### src/rmc_pkg.sv
/*
 * Constants, timing figures and mode enumeration for the radio mode controller.
 * Assumes a 100 MHz core clock; carrier, settle and chip-enable times are converted to cycles here.
 */
`default_nettype none
package rmc_pkg;
    localparam int CLK_MHZ = 100;
    // Carrier must persist this long before the flag rises
    localparam int CD_MIN_US = 128;
    localparam int CD_CYCLES = CD_MIN_US * CLK_MHZ;
    // Settling time from standby to transmit or receive
    localparam int SETTLE_MAX_US = 130;
    localparam int SETTLE_CYCLES = SETTLE_MAX_US * CLK_MHZ;
    // Least chip-enable pulse that launches one packet
    localparam int CE_MIN_US = 10;
    localparam int CE_MIN_CYCLES = CE_MIN_US * CLK_MHZ;
    // On-air bit time in ns at each rate; link bits are 8 per byte
    localparam int BIT_NS_1M = 1000;
    localparam int BIT_NS_2M = 500;
    localparam int CLK_NS = 1000 / CLK_MHZ;
    localparam int MAX_PAYLOAD = 32;
    localparam int PKT_OVERHEAD_BYTES = 9;
    localparam int FIFO_DEPTH = 8;
    localparam int DATA_W = 8;
    localparam logic [5:0] LEN_RESET = 6'h01;
    typedef enum logic [2:0] {
        RMC_POWER_DOWN,
        RMC_STANDBY_1,
        RMC_STANDBY_2,
        RMC_RX_SETTLE,
        RMC_RX,
        RMC_TX_SETTLE,
        RMC_TX
    } rmc_mode_e;
endpackage
`default_nettype wire

### src/rmc_fifo.sv
/*
 * Parameterised first-in first-out buffer with valid/ready on both sides.
 * Assumes one clock, asynchronous active-low reset and a shared clock enable.
 */
`default_nettype none
module rmc_fifo
#(
    parameter int WIDTH = 8,
    parameter int DEPTH = 8
)
(
    input wire logic clk_i,
    input wire logic rst_n_i,
    input wire logic ce_i,
    input wire logic in_valid_i,
    output logic in_ready_o,
    input wire logic [WIDTH-1:0] in_data_i,
    output logic out_valid_o,
    input wire logic out_ready_i,
    output logic [WIDTH-1:0] out_data_o,
    output logic full_o,
    output logic empty_o
);
    localparam int AW = $clog2(DEPTH);
    logic [WIDTH-1:0] mem [DEPTH];
    logic [AW-1:0] wr_ptr;
    logic [AW-1:0] rd_ptr;
    logic [AW:0] count;
    logic push;
    logic pop;

    assign full_o = (count == (AW+1)'(DEPTH));
    assign empty_o = (count == '0);
    assign in_ready_o = ce_i && !full_o;
    assign out_valid_o = !empty_o;
    assign push = in_valid_i && in_ready_o;
    assign pop = ce_i && out_ready_i && !empty_o;
    assign out_data_o = mem[rd_ptr];

    always_ff @(posedge clk_i)
    begin
        if (push)
        begin
            mem[wr_ptr] <= in_data_i;
        end
    end

    always_ff @(posedge clk_i or negedge rst_n_i)
    begin
        if (!rst_n_i)
        begin
            wr_ptr <= '0;
            rd_ptr <= '0;
            count <= '0;
        end
        else
        begin
            if (push)
            begin
                wr_ptr <= (wr_ptr == AW'(DEPTH - 1)) ? '0 : wr_ptr + 1'b1;
            end
            if (pop)
            begin
                rd_ptr <= (rd_ptr == AW'(DEPTH - 1)) ? '0 : rd_ptr + 1'b1;
            end
            if (push && !pop)
            begin
                count <= count + 1'b1;
            end
            else if (pop && !push)
            begin
                count <= count - 1'b1;
            end
        end
    end
endmodule
`default_nettype wire

### src/rmc_top.sv
/*
 * Operating-mode state machine of the packet radio with carrier filter,
 * receive packet acceptance and transmit packet timing.
 * Assumes the controller keeps its configuration in its own registers and
 * presents power-up, receive select and chip enable as levels; the link
 * clock and the radio detect signals arrive asynchronously.
 */
`default_nettype none
module rmc_top
    import rmc_pkg::*;
#(
    parameter int CD_CYC = CD_CYCLES,
    parameter int SETTLE_CYC = SETTLE_CYCLES,
    parameter int CE_MIN_CYC = CE_MIN_CYCLES
)
(
    input wire logic clk_i,
    input wire logic rst_n_i,
    input wire logic ce_i,
    input wire logic power_up_bit_i,
    input wire logic primary_receive_select_i,
    input wire logic chip_enable_i,
    input wire logic rate_2m_i,
    input wire logic [5:0] payload_len_i,
    input wire logic tx_load_i,
    input wire logic rf_detect_i,
    input wire logic link_clk_i,
    input wire logic rx_bit_i,
    input wire logic rx_pkt_end_i,
    input wire logic rx_addr_ok_i,
    input wire logic rx_crc_ok_i,
    output logic rx_ready_o,
    output logic [DATA_W-1:0] rx_data_o,
    output logic rx_valid_o,
    input wire logic rx_take_i,
    output logic rx_full_o,
    output logic rx_drop_o,
    output logic [2:0] mode_o,
    output logic carrier_detect_flag_o,
    output logic tx_busy_o,
    output logic tx_done_o,
    output logic tx_fifo_empty_o
);
    // ----------------------------------------------------------------
    // Synchronisers
    // ----------------------------------------------------------------
    logic [1:0] det_sync;
    logic [1:0] lclk_sync;
    logic [1:0] bit_sync;
    logic [1:0] end_sync;
    logic [1:0] ok_sync;
    logic lclk_prev;
    logic end_prev;

    always_ff @(posedge clk_i or negedge rst_n_i)
    begin
        if (!rst_n_i)
        begin
            det_sync <= 2'h0;
            lclk_sync <= 2'h0;
            bit_sync <= 2'h0;
            end_sync <= 2'h0;
            ok_sync <= 2'h0;
            lclk_prev <= 1'b0;
            end_prev <= 1'b0;
        end
        else if (ce_i)
        begin
            det_sync <= {det_sync[0], rf_detect_i};
            lclk_sync <= {lclk_sync[0], link_clk_i};
            bit_sync <= {bit_sync[0], rx_bit_i};
            end_sync <= {end_sync[0], rx_pkt_end_i};
            ok_sync <= {ok_sync[0], rx_addr_ok_i && rx_crc_ok_i};
            lclk_prev <= lclk_sync[1];
            end_prev <= end_sync[1];
        end
    end

    // ----------------------------------------------------------------
    // Mode machine
    // ----------------------------------------------------------------
    rmc_mode_e mode;
    rmc_mode_e next_mode;
    logic [31:0] settle_cnt;
    logic [31:0] ce_cnt;
    logic [31:0] tx_cnt;
    logic [31:0] tx_len_cyc;
    logic ce_pulse_ok;
    logic tx_empty;
    logic tx_end;
    logic settled;
    logic tx_more;

    assign settled = (settle_cnt == 32'(SETTLE_CYC - 1));
    assign tx_end = (mode == RMC_TX) && (tx_cnt == tx_len_cyc - 32'h1);

    // Packet air time from payload length and rate
    always_comb
    begin
        tx_len_cyc = 32'((32'(payload_len_i) + 32'(PKT_OVERHEAD_BYTES)) * 8 *
            (rate_2m_i ? BIT_NS_2M : BIT_NS_1M) / CLK_NS);
    end

    always_comb
    begin
        next_mode = mode;
        case (mode)
            RMC_POWER_DOWN:
            begin
                if (power_up_bit_i)
                begin
                    next_mode = RMC_STANDBY_1;
                end
            end
            RMC_STANDBY_1:
            begin
                if (chip_enable_i && primary_receive_select_i)
                begin
                    next_mode = RMC_RX_SETTLE;
                end
                else if (ce_pulse_ok && !primary_receive_select_i && !tx_empty)
                begin
                    next_mode = RMC_TX_SETTLE;
                end
                else if (chip_enable_i && !primary_receive_select_i && tx_empty && ce_pulse_ok)
                begin
                    next_mode = RMC_STANDBY_2;
                end
            end
            RMC_STANDBY_2:
            begin
                if (!chip_enable_i || primary_receive_select_i)
                begin
                    next_mode = RMC_STANDBY_1;
                end
                else if (!tx_empty)
                begin
                    next_mode = RMC_TX_SETTLE;
                end
            end
            RMC_RX_SETTLE:
            begin
                if (!chip_enable_i)
                begin
                    next_mode = RMC_STANDBY_1;
                end
                else if (settled)
                begin
                    next_mode = RMC_RX;
                end
            end
            RMC_RX:
            begin
                if (!chip_enable_i || !primary_receive_select_i)
                begin
                    next_mode = RMC_STANDBY_1;
                end
            end
            RMC_TX_SETTLE:
            begin
                if (settled)
                begin
                    next_mode = RMC_TX;
                end
            end
            RMC_TX:
            begin
                if (tx_end)
                begin
                    if (!chip_enable_i)
                    begin
                        next_mode = RMC_STANDBY_1;
                    end
                    else if (!tx_more)
                    begin
                        next_mode = RMC_STANDBY_2;
                    end
                end
            end
            default:
            begin
                next_mode = RMC_POWER_DOWN;
            end
        endcase
        if (!power_up_bit_i)
        begin
            next_mode = RMC_POWER_DOWN;
        end
    end

    always_ff @(posedge clk_i or negedge rst_n_i)
    begin
        if (!rst_n_i)
        begin
            mode <= RMC_POWER_DOWN;
        end
        else if (ce_i)
        begin
            mode <= next_mode;
        end
    end

    // Settling and chip-enable pulse counters
    always_ff @(posedge clk_i or negedge rst_n_i)
    begin
        if (!rst_n_i)
        begin
            settle_cnt <= 32'h0;
            ce_cnt <= 32'h0;
            ce_pulse_ok <= 1'b0;
        end
        else if (ce_i)
        begin
            settle_cnt <= (next_mode == mode && (mode == RMC_RX_SETTLE || mode == RMC_TX_SETTLE))
                ? settle_cnt + 32'h1 : 32'h0;
            if (chip_enable_i)
            begin
                if (ce_cnt < 32'(CE_MIN_CYC))
                begin
                    ce_cnt <= ce_cnt + 32'h1;
                end
            end
            else
            begin
                ce_cnt <= 32'h0;
            end
            // Latched pulse survives chip enable falling; cleared once the mode leaves standby-I
            // Held chip enable keeps the latch set
            if (chip_enable_i && ce_cnt >= 32'(CE_MIN_CYC - 1))
            begin
                ce_pulse_ok <= 1'b1;
            end
            else if (mode != RMC_STANDBY_1 || !power_up_bit_i)
            begin
                ce_pulse_ok <= 1'b0;
            end
        end
    end

    // ----------------------------------------------------------------
    // Transmit packet counter
    // ----------------------------------------------------------------
    logic [5:0] tx_pkts;

    always_ff @(posedge clk_i or negedge rst_n_i)
    begin
        if (!rst_n_i)
        begin
            tx_cnt <= 32'h0;
            tx_pkts <= 6'h0;
        end
        else if (ce_i)
        begin
            tx_cnt <= (mode == RMC_TX && !tx_end) ? tx_cnt + 32'h1 : 32'h0;
            if (!power_up_bit_i)
            begin
                tx_pkts <= 6'h0;
            end
            else if (tx_load_i && !tx_end && tx_pkts != 6'h3F)
            begin
                tx_pkts <= tx_pkts + 6'h1;
            end
            else if (tx_end && !tx_load_i && tx_pkts != 6'h0)
            begin
                tx_pkts <= tx_pkts - 6'h1;
            end
        end
    end
    assign tx_empty = (tx_pkts == 6'h0);
    // Packets left once the current one ends
    assign tx_more = (tx_pkts > 6'h1) || tx_load_i;

    // ----------------------------------------------------------------
    // Carrier detect filter
    // ----------------------------------------------------------------
    logic [31:0] cd_cnt;

    always_ff @(posedge clk_i or negedge rst_n_i)
    begin
        if (!rst_n_i)
        begin
            cd_cnt <= 32'h0;
            carrier_detect_flag_o <= 1'b0;
        end
        else if (ce_i)
        begin
            if (mode != RMC_RX || !det_sync[1])
            begin
                cd_cnt <= 32'h0;
                carrier_detect_flag_o <= 1'b0;
            end
            else if (cd_cnt < 32'(CD_CYC))
            begin
                cd_cnt <= cd_cnt + 32'h1;
            end
            else
            begin
                carrier_detect_flag_o <= 1'b1;
            end
        end
    end

    // ----------------------------------------------------------------
    // Receive deserialiser and packet acceptance
    // ----------------------------------------------------------------
    logic [7:0] shift;
    logic [2:0] bit_cnt;
    logic byte_strobe;
    logic rx_in_ready;
    logic rx_empty;
    logic pkt_end;

    assign pkt_end = end_sync[1] && !end_prev;

    always_ff @(posedge clk_i or negedge rst_n_i)
    begin
        if (!rst_n_i)
        begin
            shift <= 8'h00;
            bit_cnt <= 3'h0;
            byte_strobe <= 1'b0;
            rx_drop_o <= 1'b0;
        end
        else if (ce_i)
        begin
            byte_strobe <= 1'b0;
            rx_drop_o <= 1'b0;
            if (mode == RMC_RX && lclk_sync[1] && !lclk_prev)
            begin
                shift <= {shift[6:0], bit_sync[1]};
                bit_cnt <= bit_cnt + 3'h1;
                byte_strobe <= (bit_cnt == 3'h7) && !pkt_end;
            end
            if (pkt_end || mode != RMC_RX)
            begin
                bit_cnt <= 3'h0;
            end
            if (mode == RMC_RX && pkt_end && ok_sync[1] && !rx_in_ready)
            begin
                rx_drop_o <= 1'b1;
            end
        end
    end

    // Each payload byte is offered as it completes while the address and CRC qualifiers are both high
    rmc_fifo #(.WIDTH(DATA_W), .DEPTH(FIFO_DEPTH)) u_rx_fifo (
        .clk_i(clk_i),
        .rst_n_i(rst_n_i),
        .ce_i(ce_i),
        .in_valid_i(byte_strobe && ok_sync[1]),
        .in_ready_o(rx_in_ready),
        .in_data_i(shift),
        .out_valid_o(rx_valid_o),
        .out_ready_i(rx_take_i),
        .out_data_o(rx_data_o),
        .full_o(rx_full_o),
        .empty_o(rx_empty)
    );

    assign rx_ready_o = rx_in_ready;
    assign mode_o = mode;
    assign tx_busy_o = (mode == RMC_TX);
    assign tx_done_o = tx_end;
    assign tx_fifo_empty_o = tx_empty;
endmodule
`default_nettype wire

### config.mk
export PLATFORM = sky130hd
export DESIGN_NAME = rmc_top
export DESIGN_NICKNAME = d
export VERILOG_FILES = /design/src/rmc_pkg.sv /design/src/rmc_fifo.sv /design/src/rmc_top.sv
export SDC_FILE = /design/constraint.sdc
export NUM_CORES = 1
export LEC_CHECK = 0
export ABC_AREA = 1
export BUFFER_PORTS_ARGS = -buffer_cell sky130_fd_sc_hd__buf_4
export CAP_MARGIN = 25
export CORE_MARGIN = 10
export CORE_UTILIZATION = 60
export DETAILED_ROUTE_END_ITERATION = 8
export PLACE_DENSITY = 0.87
export SLEW_MARGIN = 20
export SYNTH_ARGS = -nofsm -noshare
export SYNTH_HDL_FRONTEND = slang
export SYNTH_SLANG_ARGS = --single-unit
### constraint.sdc
create_clock -name clk_i -period 39.3 [get_ports clk_i]
set_input_delay 9.825 -clock clk_i [delete_from_list [all_inputs] [get_ports clk_i]]
set_output_delay 9.825 -clock clk_i [all_outputs]
set_load 0.01 [all_outputs]
==> metrics.log <==
[metrics] initial antenna violation count: 0
[metrics] sort of element at the end of the critical path: output port
[metrics] placed cell count: 2383
[metrics] stage delay of the slowest cell on the critical path: 540 ps
[metrics] number of nets in the layout: 2176
[metrics] classification of the worst setup path: primary input to output port
[metrics] utilization after layout: 0.663
[metrics] Tightest Hold Check Type: flop to flop
[metrics] maximum number of pins on one net before global-route repair: 102
[metrics] max frequency: 29.5 MHz
[metrics] Mapped Cells: 2047
[metrics] run status: finished clean
[metrics] setup slack at placement: 5650 ps
[metrics] post-route ant nets: 0
[metrics] maximum clock skew at final layout: 12.1 ps
[metrics] Tightest Pin Transition: 995 ps
[metrics] vias in the first global route: 13100
[metrics] 1st-iter DRT viols: between 1000 and 1500
[metrics] count of instances resized after the clock tree is built: 0
[metrics] top-level port count: 40
[metrics] total count of hold-check failures in the final report: 0
[metrics] Vias per Instance: 5.56
[metrics] First-pass DRT Iterations: 7
[metrics] Buffers on Ports: 39
[metrics] number of flops mapped to enable cells by yosys: between 60 and 70
[metrics] Final HPWL DP: 25.0 mm
[metrics] Crit path required time: a little under 30000 ps
[metrics] number of fill cells in the layout: 2037
[metrics] height of the die: 182 µm
[metrics] time the worst path needs with I/O delays and setup: ~34000 ps
[metrics] count of unresolved DRC violations after routing: 0
[metrics] max-slew violations: 0
[metrics] register bit count reported by yosys: 238
[metrics] Syn Area/Cell: just under 8 µm²
[metrics] global-route wire length before repair: 61.0 mm
[metrics] final-report setup violation count: 0
[metrics] master cell of the clock root buffer: sky130_fd_sc_hd__clkbuf_16
[metrics] number of warning messages in the yosys log: 0
[metrics] CP Data Arrival Time: 24040 ps
[metrics] clock tree from TritonCTS: yes
[metrics] total number of vias: 13500
[metrics] total clock sinks: 238
[metrics] Final Routed Wirelength: 36.0 mm
[metrics] relative slew slack: 0.331
[metrics] setup_tns: 0 ps
[metrics] layout-stage area growth over the synthesis result: 8.93%
[metrics] FFs w/ async S/R, synth: 0.731
[metrics] clock slew at reported path FFs: 60 ps
[metrics] site row count: 59
[metrics] setup bufs post-CTS: 0
[metrics] Post-CTS Hold Buffers: 0
[metrics] Maximum Capacitance Violations: 0
[metrics] Syn Std Cell Area: 15800 µm²
[metrics] footprint of the flip-flops and latches: 6280 µm²
[metrics] kind of start point of the critical path: primary input
[metrics] total overflow reported by the global router: 0
[metrics] number of diodes: 0
[metrics] Total Die Area: 33200 µm²
[metrics] cell type of the slowest stage on the worst timing path: sky130_fd_sc_hd__fa_1
[metrics] RSZ-0062 raised after global routing: no
[metrics] top flip-flop cell by instance count after synthesis: sky130_fd_sc_hd__dfrtp_1
[metrics] share of synthesized area occupied by flip-flops and latches: 0.397
[metrics] core area: 26000 µm²
[metrics] Die Span X: 182 µm
[metrics] Max FO, Critical Path: 8
[metrics] initial core utilization: 0.609
[metrics] number of buffers created by CTS: 24
[metrics] final weighted congestion in routability-driven placement: 0.930
[metrics] slack of the critical path: 5440 ps
[metrics] final standard cell count with taps included and fillers excluded: roughly 2400
[metrics] Synth cell types: 60
[metrics] Bufs on Longest Clock Path: 3
[metrics] number of H-tree levels: 1
[metrics] insertion delay to the later sink of the worst-skew pair: 520 ps
[metrics] multi-input combinational cell area: about 8100 µm²
[metrics] wire length per cell: around 15 µm
[metrics] global-route total usage across every layer: 0.212
[metrics] fraction of final layout cells sized beyond drive strength 1: 0.115
[metrics] Top cell by count, worst path: sky130_fd_sc_hd__nand2_1
[metrics] Final period util: 0.862
[cell families (layout without fill, tap and decap cells)]
family,after synthesis,after routing,synth area share
and+or+nand+nor,1087,1087,0.314
buffers and inverters,364,408,0.0919
adders and majority gates,81,81,0.0755
AOI/OAI and AO/OA,210,210,0.0835
muxes,1,1,0.00142
other,2,3,0.000475
DFF,238,238,0.397
xor gates and xnor gates,64,64,0.0359
[layout make-up]
type                       instances  area share
multi-input combinational       1446       0.470
sequential                       238       0.364
inverter                         322      0.0702
clock buffer                      29      0.0389
tap                              335      0.0243
timing repair buffer              42      0.0185
clock inverter                    15      0.0136
[worst max-delay path, delay by kind of cell]
family | cells | cell delay, ps
XOR/XNOR | 1 | 170
AND/OR/NAND/NOR | 86 | 8830
adder cells (fa/ha/maj) | 10 | 3240
multiplexers | 1 | 200
buffers and inverters | 17 | 1480
AO/OA/AOI/OAI | 1 | 180
[per-stage QoR]
| step | area, µm² | hold slack, ps |
|---|---|---|
| global route | 17200 | 483 |
| detailed placement | 16300 | 448 |
| CTS | 17200 | 456 |
| floorplan | 15800 | 436 |
| finish | 17200 | 460 |
| global placement | 16300 | 446 |
[cells in the mapped netlist (2+ instances only)]
master	n	share of area
sky130_fd_sc_hd__o21ai_2	7	0.0039
sky130_fd_sc_hd__a31oi_1	12	0.0047
sky130_fd_sc_hd__o21a_1	4	0.0019
sky130_fd_sc_hd__nand4_1	46	0.018
sky130_fd_sc_hd__and3_1	2	0.00079
sky130_fd_sc_hd__nand2_4	11	0.0078
sky130_fd_sc_hd__nor4_1	15	0.0059
sky130_fd_sc_hd__o21bai_2	2	0.0014
sky130_fd_sc_hd__o21ai_0	84	0.027
sky130_fd_sc_hd__inv_2	16	0.0038
sky130_fd_sc_hd__nand2_2	37	0.015
sky130_fd_sc_hd__nand3b_1	4	0.0019
sky130_fd_sc_hd__nor3b_1	13	0.0062
sky130_fd_sc_hd__inv_1	299	0.071
sky130_fd_sc_hd__nand3_4	3	0.0033
sky130_fd_sc_hd__nand4_4	2	0.0027
sky130_fd_sc_hd__dfrtp_1	174	0.28
sky130_fd_sc_hd__or2_2	9	0.0036
sky130_fd_sc_hd__a311oi_1	2	0.0011
sky130_fd_sc_hd__conb_1	2	0.00047
sky130_fd_sc_hd__o211ai_1	2	0.00095
sky130_fd_sc_hd__clkinv_1	6	0.0014
sky130_fd_sc_hd__o21ai_1	4	0.0013
sky130_fd_sc_hd__buf_2	3	0.00095
sky130_fd_sc_hd__nor2_1	293	0.070
sky130_fd_sc_hd__ha_1	57	0.045
sky130_fd_sc_hd__nand3_2	18	0.011
sky130_fd_sc_hd__nand3_1	136	0.043
sky130_fd_sc_hd__clkbuf_1	26	0.0062
sky130_fd_sc_hd__a21oi_2	33	0.018
sky130_fd_sc_hd__nor3_1	49	0.016
sky130_fd_sc_hd__fa_1	24	0.030
sky130_fd_sc_hd__buf_4	3	0.0014
sky130_fd_sc_hd__a21o_1	2	0.00095
sky130_fd_sc_hd__a21oi_1	37	0.012
sky130_fd_sc_hd__buf_6	9	0.0064
sky130_fd_sc_hd__and2_1	3	0.0012
sky130_fd_sc_hd__xor2_1	50	0.028
sky130_fd_sc_hd__a221oi_1	2	0.0011
sky130_fd_sc_hd__nand2_1	435	0.10
sky130_fd_sc_hd__xnor2_1	13	0.0072
sky130_fd_sc_hd__edfxtp_1	64	0.12
sky130_fd_sc_hd__nor2_2	7	0.0028
sky130_fd_sc_hd__nor2_4	2	0.0014
sky130_fd_sc_hd__o22ai_1	10	0.0040
[metal layers]
layer	routed length [µm]	track usage	up-vias
li1	-	-	6643
met1	15700	0.272	6354
met2	17600	0.368	409
met3	1820	0.0249	87
met4	839	0.0586	0
met5	0	0	-
[layout by cell type (no fill, tap or decap), types with 4 or more instances in the layout]
| cell | instances |
|---|---|
| sky130_fd_sc_hd__nand2_2 | 37 |
| sky130_fd_sc_hd__nor2_2 | 7 |
| sky130_fd_sc_hd__bufinv_16 | 6 |
| sky130_fd_sc_hd__nor3_1 | 49 |
| sky130_fd_sc_hd__inv_2 | 16 |
| sky130_fd_sc_hd__a21oi_1 | 37 |
| sky130_fd_sc_hd__nor4_1 | 15 |
| sky130_fd_sc_hd__inv_1 | 299 |
| sky130_fd_sc_hd__edfxtp_1 | 64 |
| sky130_fd_sc_hd__a31oi_1 | 12 |
| sky130_fd_sc_hd__or2_2 | 9 |
| sky130_fd_sc_hd__fa_1 | 24 |
| sky130_fd_sc_hd__o21ai_2 | 7 |
| sky130_fd_sc_hd__o21a_1 | 4 |
| sky130_fd_sc_hd__o21ai_0 | 84 |
| sky130_fd_sc_hd__buf_4 | 41 |
| sky130_fd_sc_hd__dfrtp_1 | 173 |
| sky130_fd_sc_hd__nand2_4 | 11 |
| sky130_fd_sc_hd__xnor2_1 | 13 |
| sky130_fd_sc_hd__a21oi_2 | 33 |
| sky130_fd_sc_hd__clkinv_1 | 7 |
| sky130_fd_sc_hd__nand2_1 | 435 |
| sky130_fd_sc_hd__nand3_1 | 136 |
| sky130_fd_sc_hd__nor3b_1 | 13 |
| sky130_fd_sc_hd__ha_1 | 57 |
| sky130_fd_sc_hd__o22ai_1 | 10 |
| sky130_fd_sc_hd__o21ai_1 | 4 |
| sky130_fd_sc_hd__nand3_2 | 18 |
| sky130_fd_sc_hd__nor2_1 | 292 |
| sky130_fd_sc_hd__clkbuf_16 | 25 |
| sky130_fd_sc_hd__xor2_1 | 50 |
| sky130_fd_sc_hd__nand3b_1 | 4 |
| sky130_fd_sc_hd__nand4_1 | 46 |
| sky130_fd_sc_hd__clkinv_2 | 6 |
[sequential cells by signal, indices dropped and copies added (netlist names), 3 cells and up]
register,count
u_rx_fifo.mem,64
cd_cnt,32
ce_cnt,32
settle_cnt,32
tx_cnt,32
shift,8
tx_pkts,6
u_rx_fifo.count,4
bit_cnt,3
mode_o,3
u_rx_fifo.rd_ptr,3
u_rx_fifo.wr_ptr,3
[final timing paths]
path | cells after the start | from | endpoint | slack [ps]
min reg2reg | 1 | cd_cnt[9] | cd_cnt[10] | 460
min in group asynchronous | 1 | rst_n_i | u_rx_fifo.rd_ptr[0] | 9410
min | 1 | cd_cnt[9] | cd_cnt[10] | 460
max in group asynchronous | 2 | rst_n_i | bit_cnt[0] | 28410
max reg2reg | 27 | tx_cnt[1] | tx_cnt[30] | 34950
max | 116 | payload_len_i[0] | tx_done_o | 5440
Power is not shown: default switching activity piles up to over one toggle a cycle in this logic, so the estimate is an artifact.
